===== src/hw/fivs_pkg.sv =====
// ****************************************************************
// Constants for the vector select block
// ****************************************************************
package fivs_pkg;

    // ****************************************************************
    // Register indices (byte address is four times the index)
    // ****************************************************************
    localparam logic [5:0] FIVS_IDX_PRIO9 = 6'h09; // Priority ninth register
    localparam logic [5:0] FIVS_IDX_VBASE = 6'h0a; // Vector table base
    localparam logic [5:0] FIVS_IDX_FSEL0 = 6'h0b; // Fast select zero
    localparam logic [5:0] FIVS_IDX_FLOW0 = 6'h0c; // Fast zero vector low
    localparam logic [5:0] FIVS_IDX_FHIGH0 = 6'h0d; // Fast zero vector high
    localparam logic [5:0] FIVS_IDX_FSEL1 = 6'h0e; // Fast select one
    localparam logic [5:0] FIVS_IDX_FLOW1 = 6'h0f; // Fast one vector low
    localparam logic [5:0] FIVS_IDX_FHIGH1 = 6'h10; // Fast one vector high
    localparam logic [5:0] FIVS_IDX_STATUS = 6'h17; // Vector status, read only

    // ****************************************************************
    // Writable bit masks and reset values
    // ****************************************************************
    localparam logic [15:0] FIVS_MASK_PRIO9 = 16'hffff;
    localparam logic [15:0] FIVS_MASK_VBASE = 16'h1fff; // Bits 15..13 read zero
    localparam logic [15:0] FIVS_MASK_FSEL = 16'h007f; // Bits 15..7 read zero
    localparam logic [15:0] FIVS_MASK_FLOW = 16'hffff;
    localparam logic [15:0] FIVS_MASK_FHIGH = 16'h001f; // Bits 15..5 read zero
    localparam logic [15:0] FIVS_RESET_VAL = 16'h0000; // Every register resets to zero

    // ****************************************************************
    // Priority field positions and level codes
    // ****************************************************************
    localparam int FIVS_LSB_A_ZC = 6; // Converter A zero crossing, bits 7..6
    localparam int FIVS_LSB_B_ZC = 4; // Converter B zero crossing, bits 5..4
    localparam int FIVS_LSB_A_DONE = 2; // Converter A done, bits 3..2
    localparam int FIVS_LSB_B_DONE = 0; // Converter B done, bits 1..0
    localparam logic [1:0] FIVS_LVL_OFF = 2'h0; // Request disabled
    localparam logic [1:0] FIVS_LVL_0 = 2'h1;
    localparam logic [1:0] FIVS_LVL_1 = 2'h2;
    localparam logic [1:0] FIVS_LVL_2 = 2'h3; // Highest available level

    // ****************************************************************
    // Vector numbers of the four converter requests (arbitrary values)
    // ****************************************************************
    localparam logic [6:0] FIVS_VEC_A_ZC = 7'h40;
    localparam logic [6:0] FIVS_VEC_B_ZC = 7'h41;
    localparam logic [6:0] FIVS_VEC_A_DONE = 7'h42;
    localparam logic [6:0] FIVS_VEC_B_DONE = 7'h43;

    // ****************************************************************
    // Status register fields and bus responses
    // ****************************************************************
    localparam int FIVS_ST_ACTIVE = 15; // Request presented to core
    localparam int FIVS_ST_FAST0 = 9; // Fast zero chosen
    localparam int FIVS_ST_FAST1 = 8; // Fast one chosen
    localparam int FIVS_ST_LVL_LSB = 12; // Level code, bits 13..12
    localparam logic [1:0] FIVS_RESP_OKAY = 2'h0;
    localparam logic [1:0] FIVS_RESP_SLVERR = 2'h2;

endpackage


===== src/hw/fivs_vector_select.sv =====
// The AXI4-Lite interface to the registers was left to the implementer.
`timescale 1ns/1ps
// Notes on behaviour
// - Two-bit field: 00 off, then levels 0-2
// - Converter A zero-cross level in bits 7..6
// - Converter B zero-cross level in bits 5..4
// - Converter A done level in bits 3..2
// - Converter B done level in bits 1..0
// - Base bits 12..0 form vector upper bits
// - Low eight bits come from winning request
// - Unused upper bits read zero, ignore writes, except priority bits 15..8
// - Fast select zero names fast request 0
// - Fast select one names fast request 1
// - Fast request vectors straight to its address
// - Fast requests beat every other level-2 request
// - Fast zero served before fast one
// - Fast zero vector is high5 over low16
// - Fast one vector is high5 over low16
// - Fast one high bits 4..0, rest zero
module fivs_vector_select
    import fivs_pkg::*;
(
    input wire logic clk,
    input wire logic rst,
    input wire logic [7:0] s_axi_awaddr,
    input wire logic [2:0] s_axi_awprot,
    input wire logic s_axi_awvalid,
    output logic s_axi_awready,
    input wire logic [31:0] s_axi_wdata,
    input wire logic [3:0] s_axi_wstrb,
    input wire logic s_axi_wvalid,
    output logic s_axi_wready,
    output logic [1:0] s_axi_bresp,
    output logic s_axi_bvalid,
    input wire logic s_axi_bready,
    input wire logic [7:0] s_axi_araddr,
    input wire logic [2:0] s_axi_arprot,
    input wire logic s_axi_arvalid,
    output logic s_axi_arready,
    output logic [31:0] s_axi_rdata,
    output logic [1:0] s_axi_rresp,
    output logic s_axi_rvalid,
    input wire logic s_axi_rready,
    input wire logic [3:0] conv_req,
    input wire logic ext_req_valid,
    input wire logic [6:0] ext_req_number,
    input wire logic [1:0] ext_req_level,
    output logic [20:0] vector_address_bus,
    output logic core_irq,
    output logic [1:0] core_irq_level
);

    // ****************************************************************
    // Register storage
    // ****************************************************************
    logic [15:0] priority_ninth_reg; // Converter priority fields
    logic [15:0] vector_table_base_reg; // Jump table base
    logic [15:0] fast_select_zero_reg; // Vector number of fast 0
    logic [15:0] fast_select_one_reg; // Vector number of fast 1
    logic [15:0] fast_zero_vector_low_reg;
    logic [15:0] fast_zero_vector_high_reg;
    logic [15:0] fast_one_vector_low_reg;
    logic [15:0] fast_one_vector_high_reg;
    logic [15:0] status_reg; // Last decision, read only
    logic [6:0] win_number_reg; // Number of the presented request

    // ****************************************************************
    // Bus slave state
    // ****************************************************************
    logic aw_held_reg; // Write address captured
    logic [5:0] aw_idx_reg; // Captured word index
    logic w_held_reg; // Write data captured
    logic [31:0] w_data_reg;
    logic [3:0] w_strb_reg;
    logic bvalid_reg;
    logic [1:0] bresp_reg;
    logic rvalid_reg;
    logic [31:0] rdata_reg;
    logic [1:0] rresp_reg;
    logic do_write; // Both halves present, response free

    // ****************************************************************
    // Arbitration signals
    // ****************************************************************
    logic cand_valid [5]; // Four converter requests then the external winner
    logic [6:0] cand_num [5];
    logic [1:0] cand_lvl [5];
    logic [1:0] best_level;
    logic [6:0] best_num;
    logic fast0_hit;
    logic fast1_hit;
    logic [20:0] vector_next;
    logic irq_next;
    logic [1:0] level_next;
    logic [6:0] number_next;

    // ****************************************************************
    // Helper functions
    // ****************************************************************
    // Merge byte lanes 0 and 1 under the writable mask; upper lanes have no bits
    function automatic logic [15:0] fivs_merge(input logic [15:0] old, input logic [31:0] data,
                                               input logic [3:0] strb, input logic [15:0] mask);
        logic [15:0] val;
        val = old;
        if (strb[0]) begin
            val[7:0] = data[7:0];
        end
        if (strb[1]) begin
            val[15:8] = data[15:8];
        end
        return val & mask;
    endfunction

    // Level code of one converter field; the code order is the rank order
    function automatic logic [1:0] fivs_field(input logic [15:0] prio, input int lsb);
        return prio[lsb +: 2];
    endfunction

    // Mapped check for a word index
    function automatic logic fivs_mapped(input logic [5:0] idx);
        if (idx == FIVS_IDX_PRIO9) begin
            return 1'b1;
        end else if (idx >= FIVS_IDX_VBASE && idx <= FIVS_IDX_FHIGH1) begin
            return 1'b1;
        end else if (idx == FIVS_IDX_STATUS) begin
            return 1'b1;
        end else begin
            return 1'b0;
        end
    endfunction

    // ****************************************************************
    // Write channel acceptance
    // ****************************************************************
    assign s_axi_awready = !aw_held_reg && !bvalid_reg;
    assign s_axi_wready = !w_held_reg && !bvalid_reg;
    assign do_write = aw_held_reg && w_held_reg && !bvalid_reg;
    assign s_axi_bvalid = bvalid_reg;
    assign s_axi_bresp = bresp_reg;

    // Address half, taken independently of the data half
    always_ff @(posedge clk or posedge rst) begin
        if (rst) begin
            aw_held_reg <= 1'b0;
            aw_idx_reg <= 6'h00;
        end else if (s_axi_awvalid && s_axi_awready) begin
            aw_held_reg <= 1'b1;
            aw_idx_reg <= s_axi_awaddr[7:2];
        end else if (do_write) begin
            aw_held_reg <= 1'b0;
        end
    end

    // Data half
    always_ff @(posedge clk or posedge rst) begin
        if (rst) begin
            w_held_reg <= 1'b0;
            w_data_reg <= 32'h0000_0000;
            w_strb_reg <= 4'h0;
        end else if (s_axi_wvalid && s_axi_wready) begin
            w_held_reg <= 1'b1;
            w_data_reg <= s_axi_wdata;
            w_strb_reg <= s_axi_wstrb;
        end else if (do_write) begin
            w_held_reg <= 1'b0;
        end
    end

    // Write response; unmapped words answer with a slave error
    always_ff @(posedge clk or posedge rst) begin
        if (rst) begin
            bvalid_reg <= 1'b0;
            bresp_reg <= FIVS_RESP_OKAY;
        end else if (do_write) begin
            bvalid_reg <= 1'b1;
            bresp_reg <= fivs_mapped(aw_idx_reg) ? FIVS_RESP_OKAY : FIVS_RESP_SLVERR;
        end else if (s_axi_bready) begin
            bvalid_reg <= 1'b0;
        end
    end

    // ****************************************************************
    // Configuration registers
    // ****************************************************************
    // Writes to the status word are dropped silently: it only mirrors hardware
    always_ff @(posedge clk or posedge rst) begin
        if (rst) begin
            priority_ninth_reg <= FIVS_RESET_VAL;
            vector_table_base_reg <= FIVS_RESET_VAL;
            fast_select_zero_reg <= FIVS_RESET_VAL;
            fast_select_one_reg <= FIVS_RESET_VAL;
            fast_zero_vector_low_reg <= FIVS_RESET_VAL;
            fast_zero_vector_high_reg <= FIVS_RESET_VAL;
            fast_one_vector_low_reg <= FIVS_RESET_VAL;
            fast_one_vector_high_reg <= FIVS_RESET_VAL;
        end else if (do_write) begin
            if (aw_idx_reg == FIVS_IDX_PRIO9) begin
                // Holds fields of
                priority_ninth_reg <= fivs_merge(priority_ninth_reg, w_data_reg, w_strb_reg, FIVS_MASK_PRIO9);
            end else if (aw_idx_reg == FIVS_IDX_VBASE) begin
                vector_table_base_reg <= fivs_merge(vector_table_base_reg, w_data_reg, w_strb_reg,
                                                    FIVS_MASK_VBASE);
            end else if (aw_idx_reg == FIVS_IDX_FSEL0) begin
                fast_select_zero_reg <= fivs_merge(fast_select_zero_reg, w_data_reg, w_strb_reg,
                                                   FIVS_MASK_FSEL);
            end else if (aw_idx_reg == FIVS_IDX_FLOW0) begin
                fast_zero_vector_low_reg <= fivs_merge(fast_zero_vector_low_reg, w_data_reg, w_strb_reg,
                                                       FIVS_MASK_FLOW);
            end else if (aw_idx_reg == FIVS_IDX_FHIGH0) begin
                fast_zero_vector_high_reg <= fivs_merge(fast_zero_vector_high_reg, w_data_reg, w_strb_reg,
                                                        FIVS_MASK_FHIGH);
            end else if (aw_idx_reg == FIVS_IDX_FSEL1) begin
                fast_select_one_reg <= fivs_merge(fast_select_one_reg, w_data_reg, w_strb_reg,
                                                  FIVS_MASK_FSEL);
            end else if (aw_idx_reg == FIVS_IDX_FLOW1) begin
                fast_one_vector_low_reg <= fivs_merge(fast_one_vector_low_reg, w_data_reg, w_strb_reg,
                                                      FIVS_MASK_FLOW);
            end else if (aw_idx_reg == FIVS_IDX_FHIGH1) begin
                fast_one_vector_high_reg <= fivs_merge(fast_one_vector_high_reg, w_data_reg, w_strb_reg,
                                                       FIVS_MASK_FHIGH);
            end
        end
    end

    // ****************************************************************
    // Read channel
    // ****************************************************************
    assign s_axi_arready = !rvalid_reg;
    assign s_axi_rvalid = rvalid_reg;
    assign s_axi_rdata = rdata_reg;
    assign s_axi_rresp = rresp_reg;

    // One read at a time; data is registered and stands until rready
    always_ff @(posedge clk or posedge rst) begin
        if (rst) begin
            rvalid_reg <= 1'b0;
            rdata_reg <= 32'h0000_0000;
            rresp_reg <= FIVS_RESP_OKAY;
        end else if (s_axi_arvalid && s_axi_arready) begin
            rvalid_reg <= 1'b1;
            rresp_reg <= FIVS_RESP_OKAY;
            if (s_axi_araddr[7:2] == FIVS_IDX_PRIO9) begin
                rdata_reg <= {16'h0000, priority_ninth_reg};
            end else if (s_axi_araddr[7:2] == FIVS_IDX_VBASE) begin
                rdata_reg <= {16'h0000, vector_table_base_reg};
            end else if (s_axi_araddr[7:2] == FIVS_IDX_FSEL0) begin
                rdata_reg <= {16'h0000, fast_select_zero_reg};
            end else if (s_axi_araddr[7:2] == FIVS_IDX_FLOW0) begin
                rdata_reg <= {16'h0000, fast_zero_vector_low_reg};
            end else if (s_axi_araddr[7:2] == FIVS_IDX_FHIGH0) begin
                rdata_reg <= {16'h0000, fast_zero_vector_high_reg};
            end else if (s_axi_araddr[7:2] == FIVS_IDX_FSEL1) begin
                rdata_reg <= {16'h0000, fast_select_one_reg};
            end else if (s_axi_araddr[7:2] == FIVS_IDX_FLOW1) begin
                rdata_reg <= {16'h0000, fast_one_vector_low_reg};
            end else if (s_axi_araddr[7:2] == FIVS_IDX_FHIGH1) begin
                rdata_reg <= {16'h0000, fast_one_vector_high_reg};
            end else if (s_axi_araddr[7:2] == FIVS_IDX_STATUS) begin
                rdata_reg <= {16'h0000, status_reg};
            end else begin
                // Unmapped word reads zero with an error
                rdata_reg <= 32'h0000_0000;
                rresp_reg <= FIVS_RESP_SLVERR;
            end
        end else if (s_axi_rready) begin
            rvalid_reg <= 1'b0;
        end
    end

    // ****************************************************************
    // Candidate gathering
    // ****************************************************************
    // Converter requests first, so they win ties against the external winner
    always_comb begin
        cand_valid[0] = conv_req[3];
        cand_num[0] = FIVS_VEC_A_ZC;
        cand_lvl[0] = fivs_field(priority_ninth_reg, FIVS_LSB_A_ZC);
        cand_valid[1] = conv_req[2];
        cand_num[1] = FIVS_VEC_B_ZC;
        cand_lvl[1] = fivs_field(priority_ninth_reg, FIVS_LSB_B_ZC);
        cand_valid[2] = conv_req[1];
        cand_num[2] = FIVS_VEC_A_DONE;
        cand_lvl[2] = fivs_field(priority_ninth_reg, FIVS_LSB_A_DONE);
        cand_valid[3] = conv_req[0];
        cand_num[3] = FIVS_VEC_B_DONE;
        cand_lvl[3] = fivs_field(priority_ninth_reg, FIVS_LSB_B_DONE);
        cand_valid[4] = ext_req_valid;
        cand_num[4] = ext_req_number;
        cand_lvl[4] = ext_req_level;
    end

    // ****************************************************************
    // Priority and fast-interrupt selection
    // ****************************************************************
    // A fast match outranks any level; level 2 is assumed programmed by software
    always_comb begin
        best_level = FIVS_LVL_OFF;
        best_num = 7'h00;
        fast0_hit = 1'b0;
        fast1_hit = 1'b0;
        for (int i = 0; i < 5; i++) begin
            if (cand_valid[i] && cand_lvl[i] != FIVS_LVL_OFF) begin
                if (cand_num[i] == fast_select_zero_reg[6:0]) begin
                    fast0_hit = 1'b1;
                end
                if (cand_num[i] == fast_select_one_reg[6:0]) begin
                    fast1_hit = 1'b1;
                end
                if (cand_lvl[i] > best_level) begin
                    best_level = cand_lvl[i];
                    best_num = cand_num[i];
                end
            end
        end
    end

    // Form the vector for the winner
    always_comb begin
        irq_next = 1'b1;
        level_next = best_level;
        number_next = best_num;
        if (fast0_hit) begin
            // Fast zero first when both match
            vector_next = {fast_zero_vector_high_reg[4:0], fast_zero_vector_low_reg};
            level_next = FIVS_LVL_2;
            number_next = fast_select_zero_reg[6:0];
        end else if (fast1_hit) begin
            vector_next = {fast_one_vector_high_reg[4:0], fast_one_vector_low_reg};
            level_next = FIVS_LVL_2;
            number_next = fast_select_one_reg[6:0];
        end else if (best_level != FIVS_LVL_OFF) begin
            // Jump table entry: base above, vector number times two below
            vector_next = {vector_table_base_reg[12:0], best_num, 1'b0};
        end else begin
            vector_next = 21'h00_0000;
            irq_next = 1'b0;
        end
    end

    // ****************************************************************
    // Core-facing outputs
    // ****************************************************************
    // Registered to keep the vector glitch free toward the core
    always_ff @(posedge clk or posedge rst) begin
        if (rst) begin
            vector_address_bus <= 21'h00_0000;
            core_irq <= 1'b0;
            core_irq_level <= FIVS_LVL_OFF;
            win_number_reg <= 7'h00;
        end else begin
            vector_address_bus <= vector_next;
            core_irq <= irq_next;
            core_irq_level <= level_next;
            win_number_reg <= number_next;
        end
    end

    // Status mirror of the presented decision
    always_comb begin
        status_reg = 16'h0000;
        status_reg[FIVS_ST_ACTIVE] = core_irq;
        status_reg[FIVS_ST_LVL_LSB +: 2] = core_irq_level;
        status_reg[FIVS_ST_FAST0] = core_irq && win_number_reg == fast_select_zero_reg[6:0];
        status_reg[FIVS_ST_FAST1] = core_irq && win_number_reg == fast_select_one_reg[6:0] &&
                                    win_number_reg != fast_select_zero_reg[6:0];
        status_reg[6:0] = win_number_reg;
    end

endmodule


===== config.mk =====
export PLATFORM = sky130hd
export DESIGN_NAME = fivs_vector_select
export DESIGN_NICKNAME = d
export VERILOG_FILES = /design/src/hw/fivs_pkg.sv /design/src/hw/fivs_vector_select.sv
export SDC_FILE = /design/constraint.sdc
export NUM_CORES = 1
export LEC_CHECK = 0
export BUFFER_PORTS_ARGS = -buffer_cell sky130_fd_sc_hd__buf_2
export CORE_ASPECT_RATIO = 0.7
export CORE_MARGIN = 10
export CORE_UTILIZATION = 57
export CTS_CLUSTER_SIZE = 10
export DETAILED_ROUTE_END_ITERATION = 10
export PLACE_DENSITY = 0.81
export SLEW_MARGIN = 10
export SYNTH_ARGS = -nofsm -noshare
export SYNTH_HDL_FRONTEND = slang
export SYNTH_SLANG_ARGS = --single-unit

===== constraint.sdc =====
create_clock -name clk -period 7.5 [get_ports clk]
set_input_delay 1.5 -clock clk [delete_from_list [all_inputs] [get_ports clk]]
set_output_delay 1.5 -clock clk [all_outputs]
set_load 0.02 [all_outputs]

* After elaboration in Yosys (flattened, before gate mapping)
Cells that the tools add are included.
** Word-level totals
- Flip-flop bits (word level) :: 180
- Latch bits :: 0
- RAM bits :: 0
- Memory bits (read-only) :: 0
- Input bits :: 79
- Logic and storage cells :: 193
- Memories kept :: 0
** Cells by class
- Add/sub/neg operators :: 0
- Multipliers :: 0
- Div/mod/pow operators :: 0
- $lt $le $gt $ge :: 7
- Equal/unequal tests :: 31
- Shifts and indexed selects :: 0
- Multiplexer cells :: 80
- Bitwise logic cells :: 7
- Reduce and logical (&&, ||, !) cells :: 42
** Operators with widths (count)
- 16-bit two-way mux :: 9
- 6-bit by 4-bit == test with 1-bit output (second input constant) :: 14
- 7-bit two-way mux :: 12
- 21-bit two-way mux :: 3
- 7-bit == test (first input constant) :: 8
- 2-bit two-way mux :: 22
- 1-bit two-way mux :: 34
- 7-bit == test :: 4
- 6-bit by 5-bit == test with 1-bit output (second input constant) :: 4
- 2-bit nonzero test :: 10
- 9-bit AND reduction :: 2
- 1-bit logical AND :: 16
- 6-bit AND reduction :: 2
- 10-bit AND reduction :: 1
- 2-bit greater-than comparator :: 4
- 4-bit AND reduction :: 2
- 8-bit AND reduction :: 1
- 7-bit != test :: 1
- 1-bit NOT :: 7
- 7-bit AND reduction :: 1
- 6-bit by 4-bit >= comparator with 1-bit output (second input constant) :: 1
- 6-bit by 5-bit less-or-equal comparator with 1-bit output (second input constant) :: 1
- 3-bit AND reduction :: 2
- 5-bit AND reduction :: 1
- 2 further kinds :: 5

* Logic depth before layout (Yosys ltp)
- Depth after elaboration :: 19
- Gate-level depth with buffers :: 23
- Gate-level depth less buffers :: 22

* Least setup slack after synthesis
Ideal clock, no wire load.
- Kind :: input to register
- Start point :: input port conv_req[3]
- End point :: register vector_address_bus[14]
- Data arrival time :: 5468 ps
- Required time :: 7374 ps
- Setup slack :: 1906 ps
- Cell stages on the path :: 21
- Buffers on the path :: 1
- Cell sequence :: nand2_1 -> ha_1 -> o21bai_1 -> a31o_2 -> nand2_1 -> ha_1 -> o21ba_2 -> or3_4 -> a31oi_1 -> ha_1 -> inv_1 -> o221ai_1 -> nand2_1 -> o21ai_0 -> ha_1 -> o21bai_1 -> nand3_1 -> a31oi_2 -> buf_6 -> a2111oi_2 -> a221o_1
** On the way
- Word-level cells in the longest chain between the ends :: 18
- Elaborated cells on any way between the ends :: 36
- Those cells by class :: 4 x order compare; 30 x mux; 2 x reduce/logical
** Ends and longest elaborated chain
- start: declaration :: line fivs_vector_select.sv:44 : input wire logic [3:0] conv_req,
- 1-bit logical AND * :: line fivs_vector_select.sv:302 : if (cand_valid[i] && cand_lvl[i] != FIVS_LVL_OFF) begin
- 2-bit two-way mux :: line fivs_vector_select.sv:302
- 2-bit greater-than comparator :: line fivs_vector_select.sv:309 : if (cand_lvl[i] > best_level) begin
- 2-bit two-way mux :: line fivs_vector_select.sv:309
- 2-bit two-way mux :: line fivs_vector_select.sv:302
- 2-bit greater-than comparator :: line fivs_vector_select.sv:309
- 2-bit two-way mux :: line fivs_vector_select.sv:309
- 2-bit two-way mux :: line fivs_vector_select.sv:302
- [3 not listed]
- 2-bit greater-than comparator :: line fivs_vector_select.sv:309
- 2-bit two-way mux :: line fivs_vector_select.sv:309
- 2-bit two-way mux :: line fivs_vector_select.sv:302
- 2-bit nonzero test :: line fivs_vector_select.sv:331 : end else if (best_level != FIVS_LVL_OFF) begin
- 21-bit two-way mux :: line fivs_vector_select.sv:331
- 21-bit two-way mux :: line fivs_vector_select.sv:327 : end else if (fast1_hit) begin
- 21-bit two-way mux * :: line fivs_vector_select.sv:322 : if (fast0_hit) begin
- net vector_next[14] :: line fivs_vector_select.sv:92 : logic [20:0] vector_next;
- end signal: assignment :: line fivs_vector_select.sv:351 : vector_address_bus <= vector_next;
- end: declaration :: line fivs_vector_select.sv:48 : output logic [20:0] vector_address_bus,
Mark *: on every way through the listed nets, which the timed path passes. The rest lies on a longest branch.
A chain may end at the register's enable or synchronous reset.

* Worst setup path in the final report
- Start point :: input port conv_req[3]
- End point :: register vector_address_bus[18]
The elaborated chain is that of the path after synthesis.

==> results.yml <==
yosys:
  synthCells: 733
  synth.area.top_cells: "dfrtp_1 (48%), mux2_2 (15%), o21ai_0 (2.6%), a221o_1 (2.4%), buf_4 (2.1%)"
  synth_edf_count: 0
  synth_async_sr_flop_share_pct: 100
  yosys.area.top_type: "dfrtp_1"
  ys_warn_count: 0
  synth.cell_area_sq_mm: 0.00841
  synth_top_area_share_pct: 48.2
  synth_seq_area_share_pct: 48.2
  avgSynthCellArea_sq_um: 11.5
  synth_cell_types: 69
  synth_ff_type: "dfrtp_1"
  ys_seq_elements: 162
global_route:
  grt_usage_pct: 23.4
  grt_pass1_vias: 6158
  grt-busiest-layer: "met1"
  antenna_found_initial: 1
  gr-usage-met2_pct: 32.5
  grt_max_degree: 88
  use_met1_pct: 35.2
  grt_first_pass_wirelength_mm: 36.3
  gr-usage-met3_pct: 6.98
  grt-ovfl-total: 0
route:
  avgRoutedWirePerCell_um: 22.9
  num_vias: 6509
  firstDrtPassIters: 5
  via_per_inst: 6.30
  drtIter0Drc: 729
  remaining_drc_errors: 0
  ant_nets: 0
  wl_mm: 23.7
setup_path:
  start_kind: "input port"
  r2r-start: "priority_ninth_reg[7]"
  path_buf_inv: 2
  cp_common_cell: "ha_1"
  crit_slowest_cell: "a2111oi_2"
  path_max_fanout: 18
  crit_start: "conv_req[3]"
  path_cells: "buf_2 > nand2_1 > ha_1 > o21bai_1 > a31o_2 > nand2_1 > ha_1 > o21ba_2 > or3_4 > a31oi_1 > ha_1 > nor2_1 > o221ai_1 > o21ai_0 > ha_1 > nand2b_1 > and3_1 > o31ai_1 > a31oi_2 > buf_4 > a2111oi_2 > a221o_1"
  crit_arrival_ns: 6.29
  end_kind: "flip-flop"
  critPathKind: "in -> reg"
  required_ns: 7.85
  path_delay_family: "compound AO/OA/AOI/OAI gates"
  cpPeakStageDelay_ns: 0.52
sta:
  timing.final.crit_share_pct: 79.1
  layout_setup_ws_ns: 1.56
  rsz0062_at_grt: "no"
  timing.fmax_ghz: 0.168
  period_needed_ns: 5.94
  skew_ns: 0.00992
  finalMaxSlewViolations: 0
  fin_setup_tns_ns: 0
  hold_viol: 0
  slew_headroom_pct: 13.7
  tightest_slew_ns: 1.26
  setup_viol: 0
  whs_ns: 0.477
floorplanning:
  rows: 37
  core_area_sq_mm: 0.0146
  initial_core_util_pct: 57.7
  die-area_sq_mm: 0.0201
  ios: 144
  die_y_um: 122
  die_w_um: 165
cts:
  clk_pin_slew_ns: 0.07
  cts_sinks: 162
  cts_tree: "yes"
  clock-root-buffer: "clkbuf_16"
  cts_resized: 0
  numCtsBuffers: 17
  cts_setup_buffers: 0
  ctsHtreeMaxLevel: 4
  cts_hold_buf: 0
  insertion_delay_ns: 0.42
  cts_max_path_buffers: 2
final_layout:
  drive_gt1_share_pct: 33.2
  nets: 915
  area_delta_synth_final_pct: 14.2
  final_common_cell: "dfrtp_1"
  stdcell_area_sq_mm: 0.00961
  stdcell_count: 1033
  largest_reg_flops: 21
  final_cell_mix: "dfrtp_1 (162), mux2_2 (110), buf_2 (97)"
  regMostFlops: "vector_address_bus"
place:
  io_buffers: 97
  place_ws_ns: 1.18
  place_area_sq_mm: 0.00896
  globalplace.congestion: 0.982
  hpwlAfterDp_mm: 17.3
  dp.cells: 1000
hold_path:
  hp-class: "reg -> reg"
  hold_start: "s_axi_rdata[13]"
pwr:
  ir_drop_mv: 0.252
  total_leakage_power_uw: 0.00452
  p_per_area_mw_per_mm2: 351
outcome:
  outcome: "finished clean"
job:
  drv_cap: 0
[stage by stage]
step | power (uW) | util, %
6_report | 3380 | 65.9
5_1_grt | 3540 | 65.9
4_1_cts | 3360 | 65.9
3_5_place_dp | 2400 | 61.5
3_3_place_gp | 2360 | 61.5
2_1_floorplan | 2060 | -
[synth_stat cells (all sizes together) (7+ instances only)]
library cell and n:
a21oi 16, a2111oi 21, nor4 9, nand2 44
a31oi 7, a221o 20, o21ai 47, dfrtp 162
nor2 36, xnor2 11, nand3 11, a221oi 8
mux2 111, and2 14, xor2 18, ha 12
nand4 9, buf 33, clkbuf 17, a22oi 17
inv 34
[report_power, final]
part,total (uW),internal (uW),leakage [uW],switching [uW]
registers,1510,1140,0.00216,372
logic,909,424,0.00206,484
clock network,954,569,0.000307,385
[final timing paths]
path | endpoint | slack, ns | cells past startpoint
min in group asynchronous | aw_idx_reg[1] | 1.15 | 2
hold reg to reg | s_axi_rdata[13] | 0.48 | 2
max in group asynchronous | fast_zero_vector_low_reg[6] | 4.77 | 3
setup / recovery | vector_address_bus[18] | 1.56 | 22
hold / removal | s_axi_rdata[13] | 0.48 | 2
setup reg to reg | vector_address_bus[18] | 2.28 | 21
[metal layers]
layer / wire, um / part of all wire, %
met5: 0 / 0
met4: 246 / 1.0
met3: 2930 / 12
met2: 9990 / 42
met1: 10500 / 44
[logic make-up after synthesis]
group,Yosys count,synth area share [%]
compound gates,169,16.1
flops,162,48.2
simple gates,157,9.46
mux,119,16.1
buf+inv,84,5.22
xor+xnor,29,3.02
fa+ha+maj,12,1.78
other cells,1,0.0446
[worst min-delay path, delay by kind of cell, from the launching register on]
kind | cells | cell delay [ns]
flops | 1 | 0.34
simple gates | 1 | 0.04
compound gates | 1 | 0.06
[cell type report]
type	count	area, sq um
Fill cell	1127	4970
Sequential cell	162	4050
Multi-Input combinational cell	504	3990
Timing Repair Buffer	105	546
Clock buffer	17	425
Tap cell	195	244
Clock inverter	15	220
Inverter	34	133
Antenna cell	1	2.50
No activity file was read; power rests on OpenSTA's default activity.
